===== config.mk =====
export PLATFORM = sky130hd
export DESIGN_NAME = hsm_monitor
export DESIGN_NICKNAME = d
export VERILOG_FILES = /design/src/include/hsm_pkg.sv /design/src/rtl/hsm_monitor.sv /design/src/rtl/hsm_peak.sv
export VERILOG_INCLUDE_DIRS = /design/src /design/src/include
export SDC_FILE = /design/constraint.sdc
export NUM_CORES = 2
export LEC_CHECK = 0
export ABC_CLOCK_PERIOD_IN_PS = 247000
export BUFFER_PORTS_ARGS = -buffer_cell sky130_fd_sc_hd__clkbuf_2
export CORE_ASPECT_RATIO = 0.5
export CORE_MARGIN = 5
export CORE_UTILIZATION = 40
export CTS_BUF_LIST = sky130_fd_sc_hd__clkbuf_2
export CTS_CLUSTER_DIAMETER = 50
export DETAILED_ROUTE_END_ITERATION = 7
export SLEW_MARGIN = 25
export SYNTH_ARGS = -nofsm -noshare
export SYNTH_HDL_FRONTEND = slang
export SYNTH_SLANG_ARGS = --single-unit

===== constraint.sdc =====
create_clock -name mclk -period 247 [get_ports mclk]
set_input_delay 49.4 -clock mclk [delete_from_list [all_inputs] [get_ports mclk]]
set_output_delay 49.4 -clock mclk [all_outputs]
set_load 0.05 [all_outputs]

===== src/include/hsm_cfg.svh =====
`ifndef HSM_CFG_SVH
`define HSM_CFG_SVH
`define HSM_RATIO_RST 2'h0
`define HSM_VFS_RST 2'h0
`define HSM_MIN_RST 10'h3ff
`define HSM_MAX_RST 10'h000
`define HSM_STRAP_CYC 2'h3
`define HSM_CLK_MHZ 125
`define HSM_SPS 10000
`define HSM_SAMPLE_CYC ((`HSM_CLK_MHZ * 1000000) / `HSM_SPS)
`define HSM_FT_BASE_PCT 40
`define HSM_FT_SPAN_PCT 60
`endif


===== src/include/hsm_pkg.sv =====
package hsm_pkg;
	typedef enum logic [1:0] {
		HSM_RNG_25MV = 2'b00,
		HSM_RNG_50MV = 2'b01,
		HSM_RNG_100MV = 2'b10
	} hsm_range_t;
	typedef enum logic [1:0] {
		HSM_PROT_LOW = 2'b00,
		HSM_PROT_HIGH = 2'b01,
		HSM_PROT_OPEN = 2'b10
	} hsm_prot_t;
	typedef struct packed {
		logic [9:0] uv_warn;
		logic [9:0] uv_crit;
		logic [9:0] ov_warn;
		logic [9:0] ov_crit;
		logic [9:0] oc_warn;
	} hsm_lim_t;
	typedef struct packed {
		logic [7:0] hi;
		logic [1:0] lo;
	} hsm_split_t;
	typedef enum logic [1:0] {
		HSM_ST_IDLE = 2'b00,
		HSM_ST_CONV_I = 2'b01,
		HSM_ST_CONV_V = 2'b10
	} hsm_state_t;
endpackage


===== src/rtl/hsm_monitor.sv =====
`timescale 1ns/1ps
`default_nettype none
`include "hsm_cfg.svh"
module hsm_monitor
	import hsm_pkg::*;
#(
	parameter int NCH = 2,
	parameter int SAMPLE_CYC = `HSM_SAMPLE_CYC
)(
	input wire logic mclk,
	input wire logic rst_n,
	input wire logic [NCH-1:0][1:0] sense_range_pin,
	input wire logic [1:0] protect_level_pin,
	input wire logic [NCH-1:0] range_wr,
	input wire logic [NCH-1:0][1:0] range_wdata,
	input wire logic [NCH-1:0] dac_wr,
	input wire logic [NCH-1:0][7:0] dac_wdata,
	input wire logic ratio_wr,
	input wire logic [NCH-1:0][1:0] ratio_wdata,
	input wire logic vfs_wr,
	input wire logic [NCH-1:0][1:0] vfs_wdata,
	input wire logic [NCH-1:0] lim_wr,
	input wire hsm_lim_t [NCH-1:0] lim_wdata,
	input wire logic [NCH-1:0] peak_clear_ctrl,
	input wire logic [NCH-1:0] chan_startup,
	input wire logic [NCH-1:0] fast_trip_cmp,
	input wire logic [NCH-1:0] slow_trip_cmp,
	input wire logic [NCH-1:0][9:0] adc_i,
	input wire logic [NCH-1:0][9:0] adc_v,
	input wire logic adc_valid,
	output logic [NCH-1:0][1:0] range_status_reg,
	output logic [NCH-1:0][1:0] fast_slow_ratio_sel,
	output logic [NCH-1:0][1:0] voltage_fullscale_sel,
	output logic [NCH-1:0][9:0] fast_trip_mv10,
	output logic [NCH-1:0][9:0] slow_trip_mv10,
	output hsm_split_t [NCH-1:0] current_result,
	output hsm_split_t [NCH-1:0] voltage_result,
	output hsm_split_t [NCH-1:0] current_min,
	output hsm_split_t [NCH-1:0] current_max,
	output logic [NCH-1:0] fault_out,
	output logic [NCH-1:0] power_good_out,
	output logic [NCH-1:0] shutdown_out,
	output logic alert_out,
	output logic adc_start
);
	logic [NCH-1:0][1:0] rng_s1_r, rng_s2_r;
	logic [1:0] prot_s1_r, prot_s2_r;
	logic [1:0] strap_cnt_r;
	logic [NCH-1:0][7:0] dac_r;
	hsm_lim_t [NCH-1:0] lim_r;
	logic [15:0] div_r;
	logic sample_tick;
	hsm_state_t state_r, state_nxt;
	logic [NCH-1:0][9:0] cur_r, vol_r, cmin, cmax;
	logic [NCH-1:0] crit_c, warn_c, oc_c;
	logic [NCH-1:0] alert_ch_r;

	// Full-scale range in tenths of a millivolt
	function automatic logic [9:0] fs_tenth_mv(input logic [1:0] rng);
		case (rng)
			HSM_RNG_25MV: fs_tenth_mv = 10'd250;
			HSM_RNG_50MV: fs_tenth_mv = 10'd500;
			default: fs_tenth_mv = 10'd1000;
		endcase
	endfunction

	// Fast-trip = fs * (40% + 60% * code/255)
	function automatic logic [9:0] fast_thr(input logic [1:0] rng, input logic [7:0] code);
		logic [31:0] fs;
		logic [31:0] t;
		fs = {22'h0, fs_tenth_mv(rng)};
		t = (fs * `HSM_FT_BASE_PCT) / 100 + (fs * `HSM_FT_SPAN_PCT * {24'h0, code}) / (100 * 255);
		fast_thr = t[9:0];
	endfunction

	// Slow-trip = fast / ratio; ratio in percent
	function automatic logic [9:0] slow_thr(input logic [9:0] ft, input logic [1:0] sel);
		logic [31:0] r;
		logic [31:0] t;
		case (sel)
			2'h0: r = 32'd200;
			2'h1: r = 32'd175;
			2'h2: r = 32'd150;
			default: r = 32'd125;
		endcase
		t = ({22'h0, ft} * 100) / r;
		slow_thr = t[9:0];
	endfunction

	function automatic hsm_split_t split10(input logic [9:0] v);
		split10.hi = v[9:2];
		split10.lo = v[1:0];
	endfunction

	// Pins come from outside the clock domain
	always_ff @(posedge mclk or negedge rst_n)
	begin
		if (!rst_n)
		begin
			rng_s1_r <= '0;
			rng_s2_r <= '0;
			prot_s1_r <= 2'h0;
			prot_s2_r <= 2'h0;
		end
		else
		begin
			rng_s1_r <= sense_range_pin;
			rng_s2_r <= rng_s1_r;
			prot_s1_r <= protect_level_pin;
			prot_s2_r <= prot_s1_r;
		end
	end

	// Strap is caught once the synchroniser has filled after release
	always_ff @(posedge mclk or negedge rst_n)
	begin
		if (!rst_n)
			strap_cnt_r <= 2'h0;
		else if (strap_cnt_r != `HSM_STRAP_CYC)
			strap_cnt_r <= strap_cnt_r + 2'h1;
	end

	always_ff @(posedge mclk or negedge rst_n)
	begin
		if (!rst_n)
			range_status_reg <= '0;
		else
			for (int c = 0; c < NCH; c++)
				if (range_wr[c])
					range_status_reg[c] <= range_wdata[c];
				else if (strap_cnt_r != `HSM_STRAP_CYC)
					range_status_reg[c] <= rng_s2_r[c];
	end

	always_ff @(posedge mclk or negedge rst_n)
	begin
		if (!rst_n)
			fast_slow_ratio_sel <= {NCH{`HSM_RATIO_RST}};
		else if (ratio_wr)
			fast_slow_ratio_sel <= ratio_wdata;
	end

	always_ff @(posedge mclk or negedge rst_n)
	begin
		if (!rst_n)
			voltage_fullscale_sel <= {NCH{`HSM_VFS_RST}};
		else if (vfs_wr)
			voltage_fullscale_sel <= vfs_wdata;
	end

	always_ff @(posedge mclk or negedge rst_n)
	begin
		if (!rst_n)
		begin
			dac_r <= '0;
			lim_r <= '0;
		end
		else
			for (int c = 0; c < NCH; c++)
			begin
				if (dac_wr[c])
					dac_r[c] <= dac_wdata[c];
				if (lim_wr[c])
					lim_r[c] <= lim_wdata[c];
			end
	end

	always_ff @(posedge mclk or negedge rst_n)
	begin
		if (!rst_n)
		begin
			fast_trip_mv10 <= '0;
			slow_trip_mv10 <= '0;
		end
		else
			for (int c = 0; c < NCH; c++)
			begin
				fast_trip_mv10[c] <= fast_thr(range_status_reg[c], dac_r[c]);
				slow_trip_mv10[c] <= slow_thr(fast_thr(range_status_reg[c], dac_r[c]), fast_slow_ratio_sel[c]);
			end
	end

	// Sample-rate divider
	always_ff @(posedge mclk or negedge rst_n)
	begin
		if (!rst_n)
			div_r <= 16'h0;
		else if (div_r == 16'(SAMPLE_CYC - 1))
			div_r <= 16'h0;
		else
			div_r <= div_r + 16'h1;
	end
	assign sample_tick = div_r == 16'(SAMPLE_CYC - 1);

	always_comb
	begin
		state_nxt = state_r;
		case (state_r)
			HSM_ST_IDLE: if (sample_tick) state_nxt = HSM_ST_CONV_I;
			HSM_ST_CONV_I: if (adc_valid) state_nxt = HSM_ST_CONV_V;
			HSM_ST_CONV_V: if (adc_valid) state_nxt = HSM_ST_IDLE;
			default: state_nxt = HSM_ST_IDLE;
		endcase
	end

	always_ff @(posedge mclk or negedge rst_n)
	begin
		if (!rst_n)
			state_r <= HSM_ST_IDLE;
		else
			state_r <= state_nxt;
	end

	assign adc_start = state_r == HSM_ST_IDLE && sample_tick;

	always_ff @(posedge mclk or negedge rst_n)
	begin
		if (!rst_n)
		begin
			cur_r <= '0;
			vol_r <= '0;
		end
		else
		begin
			if (state_r == HSM_ST_CONV_I && adc_valid)
			begin
				cur_r <= adc_i;
			end
			if (state_r == HSM_ST_CONV_V && adc_valid)
				vol_r <= adc_v;
		end
	end

	genvar g;
	generate
		for (g = 0; g < NCH; g++)
		begin : g_ch
			hsm_peak #(.W(10)) u_peak (
				.mclk(mclk),
				.rst_n(rst_n),
				.clr(peak_clear_ctrl[g] | chan_startup[g]),
				.upd(state_r == HSM_ST_CONV_I && adc_valid),
				.smp(adc_i[g]),
				.min_r(cmin[g]),
				.max_r(cmax[g])
			);
			assign current_result[g] = split10(cur_r[g]);
			assign voltage_result[g] = split10(vol_r[g]);
			assign current_min[g] = split10(cmin[g]);
			assign current_max[g] = split10(cmax[g]);
		end
	endgenerate

	// Held results are compared, so a warning stands until the next sample
	always_comb
	begin
		crit_c = '0;
		warn_c = '0;
		oc_c = '0;
		for (int c = 0; c < NCH; c++)
		begin
			crit_c[c] = vol_r[c] < lim_r[c].uv_crit || vol_r[c] > lim_r[c].ov_crit;
			warn_c[c] = vol_r[c] < lim_r[c].uv_warn || vol_r[c] > lim_r[c].ov_warn;
			oc_c[c] = cur_r[c] > lim_r[c].oc_warn;
		end
	end

	// Power-good, shutdown, alert, fault
	always_ff @(posedge mclk or negedge rst_n)
	begin
		if (!rst_n)
		begin
			power_good_out <= '0;
			shutdown_out <= '0;
			alert_ch_r <= '0;
			fault_out <= '0;
		end
		else
			for (int c = 0; c < NCH; c++)
			begin
				// A trip beats the startup clear so a channel cannot restart into a fault
				if (crit_c[c] && prot_s2_r == HSM_PROT_LOW)
					shutdown_out[c] <= 1'b1;
				else if (chan_startup[c])
					shutdown_out[c] <= 1'b0;
				power_good_out[c] <= !crit_c[c] && !shutdown_out[c] &&
					!(crit_c[c] && prot_s2_r != HSM_PROT_OPEN);
				alert_ch_r[c] <= (power_good_out[c] && (warn_c[c] || oc_c[c])) || crit_c[c];
				if (fast_trip_cmp[c] || slow_trip_cmp[c])
					fault_out[c] <= 1'b1;
				else if (chan_startup[c])
					fault_out[c] <= 1'b0;
			end
	end

	assign alert_out = |alert_ch_r;
endmodule // hsm_monitor
`default_nettype wire


===== src/rtl/hsm_peak.sv =====
`timescale 1ns/1ps
`default_nettype none
`include "hsm_cfg.svh"
module hsm_peak
	import hsm_pkg::*;
#(
	parameter int W = 10
)(
	input wire logic mclk,
	input wire logic rst_n,
	input wire logic clr,
	input wire logic upd,
	input wire logic [W-1:0] smp,
	output logic [W-1:0] min_r,
	output logic [W-1:0] max_r
);
	// Clear has priority so a held startup restarts tracking cleanly
	always_ff @(posedge mclk or negedge rst_n)
	begin
		if (!rst_n)
			min_r <= `HSM_MIN_RST;
		else if (clr)
			min_r <= `HSM_MIN_RST;
		else if (upd && smp < min_r)
			min_r <= smp;
	end
	always_ff @(posedge mclk or negedge rst_n)
	begin
		if (!rst_n)
			max_r <= `HSM_MAX_RST;
		else if (clr)
			max_r <= `HSM_MAX_RST;
		else if (upd && smp > max_r)
			max_r <= smp;
	end
endmodule // hsm_peak
`default_nettype wire


==> impl_summary.md <==
Logic synthesis
The cell with the most instances after synthesis is nor2_1. In the synthesized netlist the dominant register cell turns out to be dfrtp_1. A synthesized cell averages between 7 and 8 sq um. The synthesized netlist cell count is 11900.

The synthesis warning total is 0. By area the synthesized netlist is led by ha_1, dfrtp_1, xnor2_1. Counting instances in the post-synthesis netlist gives the leading cell types as nor2_1, nand2_1, a21oi_1. In this run the cell area of the synthesized design comes to 86800 sq um. The synthesized design spends more area on one cell type than any other, namely ha_1. The number of synthesized register bits is 288. The share of synthesized area in the top cell type comes to 0.113.

For this run, asynchronously set or reset flops after synthesis account for 1.00. The part of the Yosys area used for sequential elements is 0.0833. The number of distinct library cells after synthesis is around 190. The count of flip-flops with a built-in enable after synthesis is 0.

CTS
After clock tree synthesis, the repair step resized 0 gates. Hold repair after CTS inserted 0 buffers. The number of clock sinks seen by CTS is 288. TritonCTS built the clock tree.

Buffers inserted during clock tree synthesis total 85. The CTS clock-pin slew for the worst setup and hold paths is about 0.11 ns. CTS built an H-tree with a depth of 3. The clock latency reported for the late side of the worst-skew pair is between 1 and 1.5 ns. Clock tree synthesis selected as its root buffer the cell clkbuf_2.

Counting along the longest clock path gives a buffer depth of 3. Buffers added to address setup during post-CTS repair amount to 0.

Cells and area
After the flow finishes, the layout carries non-filler instances totaling about 15000. Fill cells in the final layout number 22500. The post-synthesis to final-layout area growth is 5.85%. For this run, the post-layout net count is 13200. The core occupancy in the finished layout is 0.427. The flip-flop count of the largest register, all copies and words added is 100. The combined flip-flop and latch cell area is just over 7000 sq um.

The combined area of the multi-input logic cells is around 75000 sq um. The share of layout cells above drive strength 1 is 0.108. The register with the most flip-flops in the final layout is lim_r.

Hold path
The path class of the lowest-slack min-delay path is reg2reg.

Timing
The worst-margin pin slew is 1.05 ns. Setup repair after global routing left no endpoint under its margin. The final number of setup-violating endpoints is 0.

The worst path in the final design needs a cycle of 128.29 ns, including I/O delays and setup. The clock arrives with 0.201 ns of skew. Setup total negative slack on the finished layout was measured at 0 ns. The final-report max-slew violation count is 0. In this run the tightest slew margin relative to its limit is 0.296.

The count of final hold-check violations was 0. The worst path meets setup with 118.71 ns of slack. Of the available clock period, the critical path in the final layout requires 0.519. Timing would allow up to between 0.007 and 0.008 GHz.

Status
The flow ran to the end, and the final reports show no timing, DRC or antenna violations.

GRT
For this run, the total global-route usage over all layers was measured as 0.249. The aggregate global routing overflow is 0. The via count of the first global-routing pass is 85100. The number of antenna violations at the first check in global routing is 17. The wire length of the first global-routing pass is 471000 um. The pin count of the biggest net entering global routing is 96.

Place
After legalization and detailed placement, the total HPWL measured 240000 um. OpenSTA, run right after detailed placement, puts the worst setup slack at 120.74 ns. Buffers placed on the I/O ports in this run total between 300 and 400. Routability-driven placement finished with a final weighted congestion of 0.964.

In this run, placement finished with an instance count of roughly 15000.

Drt
After detailed routing, the total wire length is about 300000 um. After detailed routing, the average wire length per cell comes to 20.0 um. After detailed routing, the number of vias per cell comes to approximately 6.1. For this run, the detailed router's first-pass iteration total came to 7.

The number of design-rule violations left by the first detailed-router iteration is 7523. The count of nets left with antenna violations once routing finished came out at 0. The DRC violation count after routing is 0. The overall via count from detail_route is 91400.

Die
From bottom edge to top edge, the die measures 339 um. The number of top-level pins is between 300 and 400. Measured along the x axis, the die boundary spans 669 um. The full die area is 227000 sq um. The starting density of the core is 0.404.

The total core area is about 220000 sq um. The row count is 120.

Critical path
On the critical path, the stage with the largest delay is an instance of nor2_1. By startpoint and endpoint, the worst setup path is classified as reg2reg. In this design, the stage delay of the slowest critical-path cell is 0.83 ns. The top fanout value on the critical path is 34. The required time of the critical path is 248.18 ns. The critical path's most frequent cell is a21oi_1.

The worst setup path is launched from a flip-flop. At the worst endpoint, the arrival time is 129.47 ns. The kind of end point of the critical path is a flip-flop.

The critical path contains buffers and inverters numbering 36 combined. The cell family contributing the most delay on the critical path is compound AO/OA/AOI/OAI gates.

Flow run
Across the run, the number of max-cap violations was 0.
## per-layer routing
layer,up-vias,track usage,wire length (um)
met1,43300,0.336,136000
li1,44500,-,-
met5,-,0,126
met3,526,0.0271,17700
met4,18,0.0714,9090
met2,3043,0.420,137000
## final cells by class
class                      count  area share
antenna                       10    0.000272
clock buffer                 115     0.00626
clock inverter                32     0.00226
inverter                     668      0.0273
multi-input combinational  10600       0.820
sequential                   288      0.0787
tap                         2867      0.0390
timing repair buffer         431      0.0263
## final timing paths
check / endpoint / cells after the start / slack, ns / start
hold reg to reg: rng_s2_r[1] / 0 / 0.36 / rng_s1_r[1]
hold / removal: rng_s2_r[1] / 0 / 0.36 / rng_s1_r[1]
max in group asynchronous: lim_r[58] / 3 / 196.97 / rst_n
setup reg to reg: slow_trip_mv10[10] / 535 / 118.71 / range_status_reg[3]
setup / recovery: slow_trip_mv10[10] / 535 / 118.71 / range_status_reg[3]
min in group asynchronous: lim_r[94] / 1 / 48.06 / rst_n
## kinds of logic after synthesis
kind of cell | Yosys count | synth area share
AO/OA/AOI/OAI | 3633 | 0.290
multiplexers | 311 | 0.0385
AND/OR/NAND/NOR | 4660 | 0.285
other | 1 | 0.0000432
flip-flops | 288 | 0.0833
adder cells (fa/ha/maj) | 951 | 0.148
buffers and inverters | 1011 | 0.0512
XOR/XNOR | 1010 | 0.103
## metrics by stage
step           hold slack, ns  instance area [sq um]
6_report                0.357                  91900
5_1_grt                 0.366                  91900
4_1_cts                 0.357                  91900
3_5_place_dp            0.335                  91100
3_3_place_gp            0.332                  91100
2_1_floorplan           0.331                  86900
## cells in the final DEF (no fill, tap or decap), types with 110 or more instances in the layout
cell,Yosys,final
a21o_1,331,331
and2_1,168,168
a31oi_1,167,165
fa_1,140,140
nor2b_1,163,161
inv_1,639,636
xnor2_1,656,656
nor2_1,1117,1113
nand4_1,203,203
mux2i_1,145,145
a21oi_1,903,903
o21a_1,161,161
xor2_1,340,340
o21ai_0,651,651
o211ai_1,126,126
nand3_1,333,333
nand2b_1,210,210
ha_1,787,779
nor3_1,357,356
mux2_2,145,145
clkbuf_2,2,445
or2_2,110,110
nor4_1,136,135
and3_1,158,158
dfrtp_1,268,268
or3_1,134,134
nand2_1,1006,1006
Power is left out: the tool's default activity adds up to more than one toggle a clock period on the data nets, which glitch-free logic cannot reach.
